`src/logic/htc_cfg.svh`:
```
`ifndef HTC_CFG_SVH
`define HTC_CFG_SVH

// register byte offsets
`define HTC_OFS_CTRL      12'h000
`define HTC_OFS_CHAN      12'h004
`define HTC_OFS_STATUS    12'h008
`define HTC_OFS_CMD       12'h00c
`define HTC_OFS_KEYA0     12'h010
`define HTC_OFS_KEYB0     12'h020
`define HTC_OFS_FREQ      12'h030

// control fields
`define HTC_CTRL_INVERT   0
`define HTC_CTRL_PROTO    1
`define HTC_CTRL_RATE     2
`define HTC_CTRL_KEYSEL   3

// command fields (write one)
`define HTC_CMD_COMMISSION 0
`define HTC_CMD_FACTORY    1
`define HTC_CMD_DECOMM     2

// channel numbering
`define HTC_CH_ADV0       7'd37
`define HTC_CH_ADV1       7'd38
`define HTC_CH_ADV2       7'd39
`define HTC_CH_SPLIT      7'd11
`define HTC_CH_CUSTOM0    7'd40
`define HTC_CH_MAX        7'd78
`define HTC_FREQ_BASE     12'd2400
`define HTC_FREQ_ADV0     12'd2402
`define HTC_FREQ_ADV1     12'd2426
`define HTC_FREQ_ADV2     12'd2480
`define HTC_FREQ_DATA0    12'd2404
`define HTC_FREQ_DATA11   12'd2428
`define HTC_FREQ_CUSTOM0  12'd2403

// reset values
`define HTC_CTRL_RST      4'h0
// pin idle levels: learn, contact 2, contact 1, supply b, supply a
`define HTC_PIN_IDLE      5'h1c
// arbitrary factory key value
`define HTC_FACTORY_KEY   128'h0123_4567_89ab_cdef_fedc_ba98_7654_3210
`define HTC_LFSR_SEED     32'h1ace_b00c

`endif

```
`src/logic/htc_pkg.sv`:
```
package htc_pkg;
	typedef enum logic [1:0] {
		HTC_TG_NONE,
		HTC_TG_DATA,
		HTC_TG_COMMISSION
	} htc_telegram_t;
endpackage

```
`src/logic/htc_trigger_control.sv`:
```
`timescale 1ns/1ps
`include "htc_cfg.svh"

// Summary of operation
// - supply b above supply a is press; below is release
// - invert option swaps press and release in data telegrams
// - data telegrams carry both contacts, low means active
// - learn held or pending request gives commissioning telegram
// - learn held: commissioning only in first actuation's direction
// - learn held: opposite direction sends nothing
// - pending request yields one commissioning telegram, then clears
// - no learn and no request: every actuation sends data
// - advertising protocol default; green power when selected
// - bit rate 1 Mbit/s default; 2 Mbit/s selectable
// - default channels 37, 38, 39; others configurable
// - advertising and data channels map to even MHz
// - custom channels 40..78 map to odd MHz from 2403
// - standard channels seed whitening with channel number
// - custom channels seed whitening with frequency minus 2400
// - factory key readable, writable, restored on factory reset
// - user key write only; random on factory reset, or on decommission with green power selected
// - key select chooses key; factory key by default
module htc_trigger_control (
	input  wire logic                    pclk,
	input  wire logic                    presetn,
	input  wire logic                    psel,
	input  wire logic                    penable,
	input  wire logic                    pwrite,
	input  wire logic [11:0]             paddr,
	input  wire logic [31:0]             pwdata,
	input  wire logic [3:0]              pstrb,
	output logic      [31:0]             prdata,
	output logic                         pready,
	output logic                         pslverr,
	input  wire logic                    harvest_supply_a,
	input  wire logic                    harvest_supply_b,
	input  wire logic                    contact_in_first_n,
	input  wire logic                    contact_in_second_n,
	input  wire logic                    learn_button_n,
	output logic                         tx_start,
	output htc_pkg::htc_telegram_t       tx_kind,
	output logic                         tx_press,
	output logic      [1:0]              tx_contacts,
	output logic                         green_power_protocol,
	output logic                         rate_2mbit,
	output logic      [6:0]              tx_channel0,
	output logic      [6:0]              tx_channel1,
	output logic      [6:0]              tx_channel2,
	output logic      [6:0]              whiten_seed0,
	output logic      [6:0]              whiten_seed1,
	output logic      [6:0]              whiten_seed2,
	output logic      [127:0]            active_key
);

	// pin synchronisers, three stages each
	localparam int NPIN = 5;
	// start at idle levels: no false learn or contact right after reset
	localparam logic [NPIN-1:0] PIN_IDLE = `HTC_PIN_IDLE;
	logic [NPIN-1:0] pin_raw;
	logic [NPIN-1:0] s1_q, s2_q, s3_q, pin_q;
	assign pin_raw = {learn_button_n, contact_in_second_n,
		contact_in_first_n, harvest_supply_b, harvest_supply_a};

	genvar gi;
	generate
		for (gi = 0; gi < NPIN; gi++) begin : g_sync
			always_ff @(posedge pclk or negedge presetn) begin
				if (!presetn) begin
					s1_q[gi]  <= PIN_IDLE[gi];
					s2_q[gi]  <= PIN_IDLE[gi];
					s3_q[gi]  <= PIN_IDLE[gi];
					pin_q[gi] <= PIN_IDLE[gi];
				end else begin
					s1_q[gi] <= pin_raw[gi];
					s2_q[gi] <= s1_q[gi];
					s3_q[gi] <= s2_q[gi];
					// change counts only when stages two and three agree
					if (s2_q[gi] == s3_q[gi])
						pin_q[gi] <= s3_q[gi];
				end
			end
		end
	endgenerate

	logic sup_a, sup_b, learn_held;
	assign sup_a      = pin_q[0];
	assign sup_b      = pin_q[1];
	assign learn_held = !pin_q[4];

	logic actuate, act_press, act_q;
	assign actuate   = sup_a ^ sup_b;
	assign act_press = sup_b;
	always_ff @(posedge pclk or negedge presetn) begin
		if (!presetn)
			act_q <= 1'b0;
		else
			act_q <= actuate;
	end
	logic act_start;
	assign act_start = actuate && !act_q;

	// retained configuration; no power-up clear beyond presetn
	logic [3:0]   ctrl_q;
	logic [6:0]   chan_q [3];
	logic [127:0] key_a_q, key_b_q;
	logic         req_q;
	logic         learn_dir_valid_q;
	logic         learn_dir_q;
	logic [31:0]  lfsr_q;

	// apb: zero wait states, unmapped reads zero with slverr
	logic wr_en, rd_en;
	assign wr_en   = psel && penable && pwrite;
	assign rd_en   = psel && !pwrite;
	assign pready  = 1'b1;

	logic        hit_key_a, hit_key_b, mapped;
	logic [1:0]  key_word;
	assign key_word  = paddr[3:2];
	assign hit_key_a = (paddr[11:4] == 8'(`HTC_OFS_KEYA0 >> 4));
	assign hit_key_b = (paddr[11:4] == 8'(`HTC_OFS_KEYB0 >> 4));
	assign mapped = hit_key_a || hit_key_b ||
		paddr == `HTC_OFS_CTRL || paddr == `HTC_OFS_CHAN ||
		paddr == `HTC_OFS_STATUS || paddr == `HTC_OFS_CMD ||
		paddr == `HTC_OFS_FREQ;
	// user key reads back as an error; status and freq are read only
	assign pslverr = psel && penable && (!mapped ||
		(hit_key_b && !pwrite) ||
		(pwrite && (paddr == `HTC_OFS_STATUS ||
		paddr == `HTC_OFS_FREQ)));

	function automatic logic [31:0] merge(input logic [31:0] old,
		input logic [31:0] nw, input logic [3:0] st);
		logic [31:0] r;
		r = old;
		for (int b = 0; b < 4; b++)
			if (st[b])
				r[b*8 +: 8] = nw[b*8 +: 8];
		return r;
	endfunction

	logic wr_ok;
	assign wr_ok = wr_en && !pslverr;
	logic cmd_wr;
	assign cmd_wr = wr_ok && paddr == `HTC_OFS_CMD && pstrb[0];
	logic factory_rst, decomm;
	assign factory_rst = cmd_wr && pwdata[`HTC_CMD_FACTORY];
	assign decomm      = cmd_wr && pwdata[`HTC_CMD_DECOMM];

	always_ff @(posedge pclk or negedge presetn) begin
		if (!presetn)
			ctrl_q <= `HTC_CTRL_RST;
		else if (factory_rst)
			ctrl_q <= `HTC_CTRL_RST;
		else if (wr_ok && paddr == `HTC_OFS_CTRL && pstrb[0])
			ctrl_q <= pwdata[3:0];
	end

	always_ff @(posedge pclk or negedge presetn) begin
		if (!presetn) begin
			chan_q[0] <= `HTC_CH_ADV0;
			chan_q[1] <= `HTC_CH_ADV1;
			chan_q[2] <= `HTC_CH_ADV2;
		end else if (factory_rst) begin
			chan_q[0] <= `HTC_CH_ADV0;
			chan_q[1] <= `HTC_CH_ADV1;
			chan_q[2] <= `HTC_CH_ADV2;
		end else if (wr_ok && paddr == `HTC_OFS_CHAN) begin
			for (int c = 0; c < 3; c++)
				if (pstrb[c] && pwdata[c*8 +: 7] <= `HTC_CH_MAX)
					chan_q[c] <= pwdata[c*8 +: 7];
		end
	end

	always_ff @(posedge pclk or negedge presetn) begin
		if (!presetn)
			key_a_q <= `HTC_FACTORY_KEY;
		else if (factory_rst)
			key_a_q <= `HTC_FACTORY_KEY;
		else if (wr_ok && hit_key_a)
			key_a_q[key_word*32 +: 32] <=
				merge(key_a_q[key_word*32 +: 32], pwdata, pstrb);
	end

	// free-running lfsr as the fresh key source
	always_ff @(posedge pclk or negedge presetn) begin
		if (!presetn)
			lfsr_q <= `HTC_LFSR_SEED;
		else
			lfsr_q <= {lfsr_q[30:0],
				lfsr_q[31] ^ lfsr_q[21] ^ lfsr_q[1] ^ lfsr_q[0]};
	end

	always_ff @(posedge pclk or negedge presetn) begin
		if (!presetn)
			key_b_q <= '0;
		else if (factory_rst || (decomm && ctrl_q[`HTC_CTRL_PROTO]))
			key_b_q <= {lfsr_q, ~lfsr_q, {lfsr_q[15:0], lfsr_q[31:16]},
				lfsr_q ^ 32'h5a5a_a5a5};
		else if (wr_ok && hit_key_b)
			key_b_q[key_word*32 +: 32] <=
				merge(key_b_q[key_word*32 +: 32], pwdata, pstrb);
	end

	// telegram decision
	logic send_comm, send_data, learn_match;
	assign learn_match = !learn_dir_valid_q || learn_dir_q == act_press;
	always_comb begin
		send_comm = 1'b0;
		send_data = 1'b0;
		if (act_start) begin
			if (learn_held)
				send_comm = learn_match;
			else if (req_q)
				send_comm = 1'b1;
			else
				send_data = 1'b1;
		end
	end

	// request latch, set wins over clear
	always_ff @(posedge pclk or negedge presetn) begin
		if (!presetn)
			req_q <= 1'b0;
		else if (cmd_wr && pwdata[`HTC_CMD_COMMISSION])
			req_q <= 1'b1;
		else if (factory_rst || (act_start && !learn_held))
			req_q <= 1'b0;
	end

	always_ff @(posedge pclk or negedge presetn) begin
		if (!presetn) begin
			learn_dir_valid_q <= 1'b0;
			learn_dir_q       <= 1'b0;
		end else if (!learn_held) begin
			learn_dir_valid_q <= 1'b0;
		end else if (act_start && !learn_dir_valid_q) begin
			learn_dir_valid_q <= 1'b1;
			learn_dir_q       <= act_press;
		end
	end

	// telegram outputs
	always_ff @(posedge pclk or negedge presetn) begin
		if (!presetn) begin
			tx_start    <= 1'b0;
			tx_kind     <= htc_pkg::HTC_TG_NONE;
			tx_press    <= 1'b0;
			tx_contacts <= 2'b00;
		end else begin
			tx_start <= send_comm || send_data;
			if (send_comm || send_data) begin
				tx_kind <= send_comm ? htc_pkg::HTC_TG_COMMISSION
					: htc_pkg::HTC_TG_DATA;
				tx_press <= act_press ^ ctrl_q[`HTC_CTRL_INVERT];
				tx_contacts <= ~pin_q[3:2];
			end
		end
	end

	assign green_power_protocol = ctrl_q[`HTC_CTRL_PROTO];
	assign rate_2mbit           = ctrl_q[`HTC_CTRL_RATE];
	assign active_key = ctrl_q[`HTC_CTRL_KEYSEL] ? key_b_q : key_a_q;
	assign tx_channel0 = chan_q[0];
	assign tx_channel1 = chan_q[1];
	assign tx_channel2 = chan_q[2];

	function automatic logic [11:0] ch_freq(input logic [6:0] ch);
		if (ch == `HTC_CH_ADV0)
			return `HTC_FREQ_ADV0;
		if (ch == `HTC_CH_ADV1)
			return `HTC_FREQ_ADV1;
		if (ch == `HTC_CH_ADV2)
			return `HTC_FREQ_ADV2;
		if (ch >= `HTC_CH_CUSTOM0)
			return `HTC_FREQ_CUSTOM0 +
				{4'h0, 7'(ch - `HTC_CH_CUSTOM0), 1'b0};
		if (ch < `HTC_CH_SPLIT)
			return `HTC_FREQ_DATA0 + {4'h0, ch, 1'b0};
		return `HTC_FREQ_DATA11 + {4'h0, 7'(ch - `HTC_CH_SPLIT), 1'b0};
	endfunction

	function automatic logic [6:0] seed(input logic [6:0] ch);
		logic [11:0] d;
		d = ch_freq(ch) - `HTC_FREQ_BASE;
		return (ch >= `HTC_CH_CUSTOM0) ? d[6:0] : ch;
	endfunction

	assign whiten_seed0 = seed(chan_q[0]);
	assign whiten_seed1 = seed(chan_q[1]);
	assign whiten_seed2 = seed(chan_q[2]);

	// read mux
	always_comb begin
		prdata = 32'h0000_0000;
		if (rd_en) begin
			if (hit_key_a)
				prdata = key_a_q[key_word*32 +: 32];
			else if (paddr == `HTC_OFS_CTRL)
				prdata = {28'h0, ctrl_q};
			else if (paddr == `HTC_OFS_CHAN)
				prdata = {9'h0, chan_q[2], 1'b0, chan_q[1],
					1'b0, chan_q[0]};
			else if (paddr == `HTC_OFS_STATUS)
				prdata = {26'h0, learn_dir_q, learn_dir_valid_q,
					~pin_q[3:2], learn_held, req_q};
			else if (paddr == `HTC_OFS_FREQ)
				prdata = {20'h0, ch_freq(chan_q[0])};
		end
	end

	// assertions
	a_comm_on_request:
	assert property (@(posedge pclk) disable iff (!presetn)
		act_start && req_q && !learn_held |=> tx_start &&
		tx_kind == htc_pkg::HTC_TG_COMMISSION && !req_q)
		else $error("pending request did not yield commissioning");

	a_data_when_idle:
	assert property (@(posedge pclk) disable iff (!presetn)
		act_start && !req_q && !learn_held |=> tx_start &&
		tx_kind == htc_pkg::HTC_TG_DATA)
		else $error("idle actuation did not yield data telegram");

	a_learn_opposite:
	assert property (@(posedge pclk) disable iff (!presetn)
		act_start && learn_held && learn_dir_valid_q &&
		learn_dir_q != act_press |=> !tx_start)
		else $error("opposite direction sent a telegram");

	a_learn_same:
	assert property (@(posedge pclk) disable iff (!presetn)
		act_start && learn_held && learn_dir_valid_q &&
		learn_dir_q == act_press |=> tx_start &&
		tx_kind == htc_pkg::HTC_TG_COMMISSION)
		else $error("learn direction missed commissioning");

	a_press_encode:
	assert property (@(posedge pclk) disable iff (!presetn)
		send_data |=> tx_press ==
		($past(sup_b) ^ $past(ctrl_q[`HTC_CTRL_INVERT])))
		else $error("press encoding wrong");

	a_contact_level:
	assert property (@(posedge pclk) disable iff (!presetn)
		send_data |=> tx_contacts == ~$past(pin_q[3:2]))
		else $error("contact states wrong");

	a_custom_seed:
	assert property (@(posedge pclk) disable iff (!presetn)
		chan_q[0] >= `HTC_CH_CUSTOM0 |->
		whiten_seed0 == 7'(2 * chan_q[0] - 7'd77))
		else $error("custom seed wrong");

	a_factory_key:
	assert property (@(posedge pclk) disable iff (!presetn)
		factory_rst |=> key_a_q == `HTC_FACTORY_KEY && ctrl_q == 4'h0)
		else $error("factory reset did not restore");

	a_user_key_hidden:
	assert property (@(posedge pclk) disable iff (!presetn)
		psel && penable && !pwrite && hit_key_b |-> pslverr &&
		prdata == 32'h0000_0000)
		else $error("user key readable");

endmodule // htc_trigger_control

```
`config.mk`:
```
export PLATFORM = sky130hd
export DESIGN_NAME = htc_trigger_control
export DESIGN_NICKNAME = d
export VERILOG_FILES = /design/src/logic/htc_pkg.sv /design/src/logic/htc_trigger_control.sv
export VERILOG_INCLUDE_DIRS = /design/src /design/src/logic
export SDC_FILE = /design/constraint.sdc
export NUM_CORES = 1
export LEC_CHECK = 0
export BUFFER_PORTS_ARGS = -buffer_cell sky130_fd_sc_hd__clkbuf_2
export CAP_MARGIN = 20
export CORE_MARGIN = 2
export CORE_UTILIZATION = 40
export DETAILED_ROUTE_END_ITERATION = 10
export MAX_ROUTING_LAYER = met4
export PLACE_DENSITY = 0.68
export SYNTH_ARGS = -nofsm -noshare
export SYNTH_HDL_FRONTEND = slang
export SYNTH_SLANG_ARGS = --single-unit
```
`constraint.sdc`:
```
create_clock -name pclk -period 3.56 [get_ports pclk]
set_input_delay 0.534 -clock pclk [delete_from_list [all_inputs] [get_ports pclk]]
set_output_delay 0.534 -clock pclk [all_outputs]
set_load 0.05 [all_outputs]
```
==> results.txt, run 1 <==
----------------------------------------------------
[Power and ir drop]
  Power density over cell area ... 370 nW/um^2
  Psw ... 2.27 mW
  Combinational power share ... 0.076
  Power share of the clock group ... 0.479
  Sequential group share of total power ... 0.445
  Internal power ... 6.74 mW
  Peak supply drop ... 309 uV
  Total power draw ... 9.01 mW
  Leakage power figure ... 11.1 nW
  Fraction of power spent switching nets ... 0.252

[Timing]
  Final critical-path share of the clock period ... 0.990
  Final critical delay including setup and external delays ... 3520 ps
  RSZ-0062 raised after global routing ... yes
  Clock Skew ... 18.6 ps
  Final Worst Setup Slack ... 35.2 ps
  Worst-case headroom to the max-slew limit ... 0.362
  Timing-limited maximum frequency ... 284 MHz
  Final Hold Fails ... 0
  Worst hold slack ... 60.2 ps
  Transition time of the tightest slew-check pin ... 957 ps
  Final-report setup violation count ... 0
  Summed negative setup slack over all endpoints ... 0 ps
  Slew Limit Fails ... 0

[Critical path]
  Launch point of the worst reg-to-reg path ... ctrl_q[1]
  Peak per-stage delay on the critical path ... 600 ps
  Crit end category ... primary output
  Length in cells of the worst reg-to-reg path ... 7
  Max Fanout on Critical Path ... 4
  Crit path cell chain ... inv_4 > ha_4 > and3b_2 > a311o_2 > or3_1 > mux2i_1 > o32ai_2 > a22o_1 > buf_12
  Critical R2R Capture ... key_b_q[60]
  Type of element launching the critical path ... flop
  Launching element of the worst setup path ... tx_channel0[0]
  Highest-delay cell along the critical path ... sky130_fd_sc_hd__dfstp_2
  Data arrival at the endpoint of the critical path ... 2990 ps
  Worst-case register-to-register setup slack ... 1330 ps
  Worst Setup Path Type ... reg2out
  Data required time at the worst endpoint ... 3030 ps

[Synth]
  Fraction of synthesis flops using an asynchronous set or reset pin ... 1.00
  Post-Synthesis Net Count ... 2092
  Synthesized area ... 20200 sq um
  Count of distinct cell types in the synthesized netlist ... 81
  Sequential-to-total area share from yosys stat ... 0.431
  Number of enable-type register cells in the synthesized netlist ... 0
  Register bit total from synthesis ... 343
  Yosys warning count ... 0
  Post-Synthesis Mean Instance Area ... 10.1 sq um
  Prevailing post-synth register cell ... sky130_fd_sc_hd__dfrtp_1
  Post-synthesis cell count ... 2002

[Worst hold path]
  End point of the worst hold path ... s1_q[4]
  Hold crit path type ... in2reg
  Min-Delay Startpoint ... learn_button_n
  Cell depth of the worst hold path ... 1

[GRT]
  Global Route met3 Usage ... 0.0593
  Overall Global Routing Usage ... 0.303
  Number of global-route vias before repair ... 18000
  Most used routing layer in global routing ... met2
  Largest net degree at the start of global routing ... 90
  First-pass GRT wire length ... 117000 microns
  GR met1 Demand/Resource ... 0.402
  Overflow left after global routing ... 0
  Met2 usage ... 0.455
  Antenna violations before repair ... 2

[Placed design]
  Placed instance area ... 22800 sq um
  Count of port buffers added during placement ... 268
  Post-DP HPWL ... 54200 microns
  Post-placement setup slack ... 18.0 ps
  Post-placement cell count ... 2863
  Last weighted congestion value of the routability-driven placer ... 0.983

[Route]
  Remaining antenna violation count ... 0
  Detail-routed net length per standard cell ... 26.4 microns
  Post-detailed-route DRC marker count ... 0
  Initial DRT Pass Iterations ... 6
  Total number of vias ... 18200
  Detailed-route vias per instance ... 6.18
  Total wire length ... 77900 microns
  Number of DRC violations after detailed-routing iteration 0 ... 2023

[Clock tree]
  Number of levels the H-tree was split into ... 2
  Total CTS buffers ... 39
  Clock insertion delay at the later pin of the skew report ... 570 ps
  Max Buffers Root-to-Sink ... 3
  TritonCTS clock tree ... done
  Master cell of the clock root buffer ... sky130_fd_sc_hd__clkbuf_16
  Clock Pin Slew Worst Setup and Hold Paths ... 60 ps
  Number of clock sinks seen by CTS ... 343

[Cells and area]
  Post-Layout Cell Count ... 2947
  Final Net Count ... 2332
  Fraction of layout cells with a size suffix above 1 ... 0.359
  Final cell utilization of the core ... 0.488
  Leading cell types in the layout, fill and taps excluded ... 242 x sky130_fd_sc_hd__dfrtp_1, 242 x sky130_fd_sc_hd__clkbuf_2, 237 x sky130_fd_sc_hd__nand2_1, 169 x sky130_fd_sc_hd__nand3_1, 161 x sky130_fd_sc_hd__mux2_2
  Final design area excluding fillers ... 24400 sq um
  Area Overhead vs Synth ... 20.6%

[Floorplan]
  Die outline width ... 229 microns
  Number of standard-cell rows in the floorplan ... 82
  Die outline height ... 229 microns
  Core footprint ... 50000 sq um
  Number of placed I/O pins ... 270
  Initial cell density of the core ... 0.404
  Full die area ... 52300 sq um

[Run]
  Max Cap Viol ... 0

[Status]
  Result of the run ... finished clean

----------------------------------------------------
[logic make-up (layout without fill, tap and decap cells)]
logic type,count (synthesis),after routing,synth area share
multiplexers,288,288,0.192
flip-flops,343,343,0.431
adder cells (fa/ha/maj),37,37,0.0223
AO/OA/AOI/OAI,441,441,0.142
XOR/XNOR,25,25,0.0108
other,1,3,0.000186
buffers and inverters,190,461,0.0429
AND/OR/NAND/NOR,677,677,0.158
[timing repair]
item / 4_1_cts / 5_1_grt
setup endpoints to repair: 8 / 12
hold buffers: 1 / 0
hold endpoints to repair: 36 / 0
setup buffers: 6 / 3
pin swaps: 8 / 8
gates resized for setup: 19 / 18
[cells in the mapped netlist, drive strengths merged (4+ instances only)]
library cell / n / area (sq um)
and2: 18 / 115
o21ai: 84 / 424
and3: 14 / 87.6
mux2i: 63 / 631
a31oi: 18 / 113
o221ai: 16 / 165
mux4: 64 / 1440
nor2: 140 / 528
and4: 4 / 35.0
clkbuf: 87 / 327
nor3b: 7 / 52.6
nand2: 242 / 921
o31ai: 6 / 45.0
o211ai: 34 / 255
ha: 32 / 400
xor2: 7 / 61.3
mux2: 161 / 1810
dfstp: 99 / 2600
a22o: 15 / 131
nand2b: 10 / 62.6
dfrtp: 244 / 6110
nor3: 22 / 149
a2bb2oi: 17 / 193
xnor2: 18 / 158
nor2b: 5 / 31.3
buf: 73 / 428
a21oi: 155 / 783
maj3: 5 / 50.1
a21o: 8 / 60.1
a32oi: 4 / 35.0
a22oi: 32 / 240
nand3: 172 / 878
inv: 29 / 109
o21a: 28 / 210
or3: 26 / 168
[worst max-delay path by stage]
stage	end	slack, ps	depth (start not counted)
2_1_floorplan	prdata[2]	6	10
3_3_place_gp	prdata[9]	70	10
3_5_place_dp	prdata[9]	20	10
4_1_cts	prdata[4]	7	11
5_1_grt	prdata[4]	-30	9
6_report	prdata[4]	40	9
[state kept, by name (all words and copies together) (netlist names)]
signal / cells
key_a_q: 128
key_b_q: 128
lfsr_q: 32
tx_channel0: 7
tx_channel1: 7
tx_channel2: 7
s1_q: 5
s2_q: 5
s3_q: 5
ctrl_q: 4
pin_q: 3
tx_contacts: 2
tx_kind: 2
act_press: 1
act_q: 1
learn_dir_q: 1
learn_dir_valid_q: 1
req_q: 1
sup_a: 1
tx_press: 1
tx_start: 1
[critical path, delay by kind of cell (launching register included)]
family,cells,cell delay [ps]
compound gates,3,730
simple gates,2,550
buf+inv,2,220
fa+ha+maj,1,140
flops,1,600
mux,1,160
[cell type report]
class	instances	area (sq um)
clock buffer	53	1120
fill	4551	25600
multi-input combinational	1469	10800
sequential	343	8710
antenna	2	5.00
timing repair buffer	359	2510
tap	672	841
clock inverter	19	246
inverter	30	118
[routing by layer]
metal,vias to the layer above,wire (microns)
li1,7763,-
met1,9081,31500
met2,1140,35100
met3,226,8020
met4,0,3310
met5,-,0
[power groups by stage]
stage                     Sequential (mW)  Combinational (mW)  Clock [mW]
final                                4.00               0.686        4.32
after global routing                 4.01               0.728        4.52
after CTS                            4.01               0.683        4.36
after detailed placement             4.07               0.679           0
after global placement               4.07               0.671           0
after floorplan                      4.17               0.272           0
Power figures use the tool's default switching activity.
==> run 2: changes to the inputs <==
==> constraint.sdc (replaced) <==
create_clock -name pclk -period 3.56 [get_ports pclk]
set_input_delay 0.534 -clock pclk [delete_from_list [all_inputs] [get_ports pclk]]
set_output_delay 0.534 -clock pclk [all_outputs]
set_load 0.1 [all_outputs]
==> run 2 against run 1 <==
- the flow now finishes with violations (hold timing, setup timing)
- via count rose by 1.1%
- power fell by 1.4%
- sequential share of layout area fell by 0.51 points
- first-iteration DRC count rose by 8.5%
- final cell count fell by 0.10%
- critical path depth rose by 1
- wire length rose by 0.67%
- non-clock buffer count did not move
- maximum frequency fell by 1.5%
- core utilization rose by 0.79 points
- register-to-register slack got worse by 70 ps
- largest power group unchanged
==> results.txt, run 2 (synthesis results as in run 1) <==
----------------------------------------------------
[Status]
  Result of the run ... finished with violations
  Violated checks ... hold timing, setup timing

[Clock tree]
  Clock Pin Slew Worst Setup and Hold Paths ... 60 ps
  Max Buffers Root-to-Sink ... 3
  Number of levels the H-tree was split into ... 2
  TritonCTS clock tree ... done
  Number of clock sinks seen by CTS ... 343
  Clock insertion delay at the later pin of the skew report ... 560 ps
  Master cell of the clock root buffer ... sky130_fd_sc_hd__clkbuf_16
  Total CTS buffers ... 38

[Worst hold path]
  Hold crit path type ... in2async

[Critical path]
  Type of element launching the critical path ... flop
  Length in cells of the worst reg-to-reg path ... 6
  Crit end category ... primary output
  Data arrival at the endpoint of the critical path ... 3040 ps
  Critical R2R Capture ... key_b_q[20]
  Launch point of the worst reg-to-reg path ... ctrl_q[1]
  Data required time at the worst endpoint ... 3030 ps
  Worst-case register-to-register setup slack ... 1260 ps
  Worst Setup Path Type ... reg2out
  Max Fanout on Critical Path ... 13

[Timing]
  Final critical delay including setup and external delays ... 3580 ps
  Final-report setup violation count ... 3
  RSZ-0062 raised after global routing ... yes
  Transition time of the tightest slew-check pin ... 930 ps
  Final critical-path share of the clock period ... 1.01
  Slew Limit Fails ... 0
  Worst-case headroom to the max-slew limit ... 0.380
  Clock Skew ... 25.9 ps
  Worst hold slack ... -35.8 ps
  Final Hold Fails ... 4
  Timing-limited maximum frequency ... 279 MHz
  Final Worst Setup Slack ... -19.0 ps

[Route]
  Number of DRC violations after detailed-routing iteration 0 ... 2194
  Detail-routed net length per standard cell ... 26.6 microns
  Post-detailed-route DRC marker count ... 0
  Remaining antenna violation count ... 0
  Total number of vias ... 18400
  Detailed-route vias per instance ... 6.25
  Total wire length ... 78400 microns
  Initial DRT Pass Iterations ... 6

[GRT]
  Global Route met3 Usage ... 0.0571
  Met2 usage ... 0.462
  Overflow left after global routing ... 0
  Number of global-route vias before repair ... 18400
  Overall Global Routing Usage ... 0.303
  First-pass GRT wire length ... 118000 microns
  GR met1 Demand/Resource ... 0.404
  Antenna violations before repair ... 0
  Largest net degree at the start of global routing ... 89
  Most used routing layer in global routing ... met2

[Cells and area]
  Leading cell type in the layout, fill and taps excluded ... sky130_fd_sc_hd__dfrtp_1
  Final design area excluding fillers ... 24800 sq um
  Fraction of layout cells with a size suffix above 1 ... 0.375
  Leading cell types in the layout, fill and taps excluded ... 240 x sky130_fd_sc_hd__dfrtp_1, 236 x sky130_fd_sc_hd__nand2_1, 224 x sky130_fd_sc_hd__clkbuf_2, 169 x sky130_fd_sc_hd__nand3_1, 161 x sky130_fd_sc_hd__mux2_2
  Largest registers ... key_a_q: 128 flops, key_b_q: 128 flops, lfsr_q: 32 flops
  Post-Layout Cell Count ... 2944
  Final Net Count ... 2331
  Area Overhead vs Synth ... 22.6%

[Placed design]
  Post-DP HPWL ... 54200 microns
  Placed instance area ... 23200 sq um
  Count of port buffers added during placement ... 268
  Post-placement cell count ... 2860
  Last weighted congestion value of the routability-driven placer ... 0.964

[Run]
  Max Cap Viol ... 0

[Power and ir drop]
  Psw ... 2.35 mW
  Sequential group share of total power ... 0.451
  Power density over cell area ... 359 nW/um^2
  Internal power ... 6.53 mW
  Combinational power share ... 0.091
  Fraction of power spent switching nets ... 0.265
  Total power draw ... 8.88 mW
  Power share of the clock group ... 0.457
  Peak supply drop ... 314 uV
  Leakage power figure ... 11.1 nW

[Floorplan]
  Die outline width ... 229 microns
  Number of placed I/O pins ... 270
  Initial cell density of the core ... 0.404
  Full die area ... 52300 sq um
  Number of standard-cell rows in the floorplan ... 82
  Die outline height ... 229 microns
  Core footprint ... 50000 sq um

----------------------------------------------------
run 2: cell count changes in the layout (fill, tap and decap cells not counted), moves of 6 or more:
cell	previous run	this run
sky130_fd_sc_hd__buf_12	33	51
sky130_fd_sc_hd__clkbuf_2	242	224
sky130_fd_sc_hd__a22o_1	15	4
sky130_fd_sc_hd__a22o_2	0	11
sky130_fd_sc_hd__a21oi_1	147	138
sky130_fd_sc_hd__a21oi_4	1	9
sky130_fd_sc_hd__o21ai_0	75	69
sky130_fd_sc_hd__o21ai_2	1	7
run 2: area by class of cell:
cell class              instances  area (sq um)
repair buffers                359          2790
diodes                          1          2.50
well taps                     672           841
fillers                      4513         25200
clock inverters                14           149
clock buffers                  56          1130
multi-input cells            1469         11000
flip-flops and latches        343          8730
inverters                      30           118
run 2: layer usage:
metal | part of all wire | vias to the layer above
li1 | - | 7765
met1 | 0.40 | 9210
met2 | 0.46 | 1209
met3 | 0.10 | 225
met4 | 0.040 | 0
met5 | 0 | -
run 2: what timing repair did:
action / in CTS / in global routing
setup endpoints to repair: 11 / 17
pin swaps: 12 / 5
hold buffers: 0 / 0
buffers inserted: 12 / 1
resized for setup: 36 / 16
run 2: worst max path at each step:
stage	from	end	slack, ps	cells after the start
final	tx_channel0[0]	prdata[5]	-20	10
after global routing	tx_channel0[3]	prdata[6]	-90	10
after detailed placement	tx_channel0[0]	prdata[4]	170	12
after global placement	tx_channel0[0]	prdata[4]	140	12
after floorplan	tx_channel2[5]	whiten_seed2[4]	-260	6
after CTS	tx_channel0[0]	prdata[6]	-10	10
run 2: power groups by stage:
| stage | Clock (mW) | Combinational, mW | Sequential [mW] |
|---|---|---|---|
| floorplan | 0 | 0.280 | 4.29 |
| global placement | 0 | 0.798 | 4.07 |
| detailed placement | 0 | 0.803 | 4.08 |
| CTS | 4.10 | 0.805 | 4.01 |
| global route | 4.26 | 0.852 | 4.01 |
| finish | 4.06 | 0.810 | 4.01 |
run 2: worst max-delay path: stages, from the launching register on:
cell and delay (ps):
sky130_fd_sc_hd__dfstp_4 650, sky130_fd_sc_hd__inv_4 50, sky130_fd_sc_hd__ha_4 140, sky130_fd_sc_hd__and3b_2 220
sky130_fd_sc_hd__a311oi_4 280, sky130_fd_sc_hd__buf_6 230, sky130_fd_sc_hd__o21ai_0 110, sky130_fd_sc_hd__a21oi_1 260
sky130_fd_sc_hd__o2111ai_2 200, sky130_fd_sc_hd__nand2_2 160, sky130_fd_sc_hd__buf_12 180
run 2: per-stage QoR:
| stage | setup TNS [ps] | setup WS, ps | util |
|---|---|---|---|
| 2_1_floorplan | -256 | -256 | - |
| 3_3_place_gp | 0 | 141 | 0.464 |
| 3_5_place_dp | 0 | 173 | 0.464 |
| 4_1_cts | -24.5 | -12.6 | 0.494 |
| 5_1_grt | -200 | -89.7 | 0.496 |
| 6_report | -32.9 | -19.0 | 0.496 |
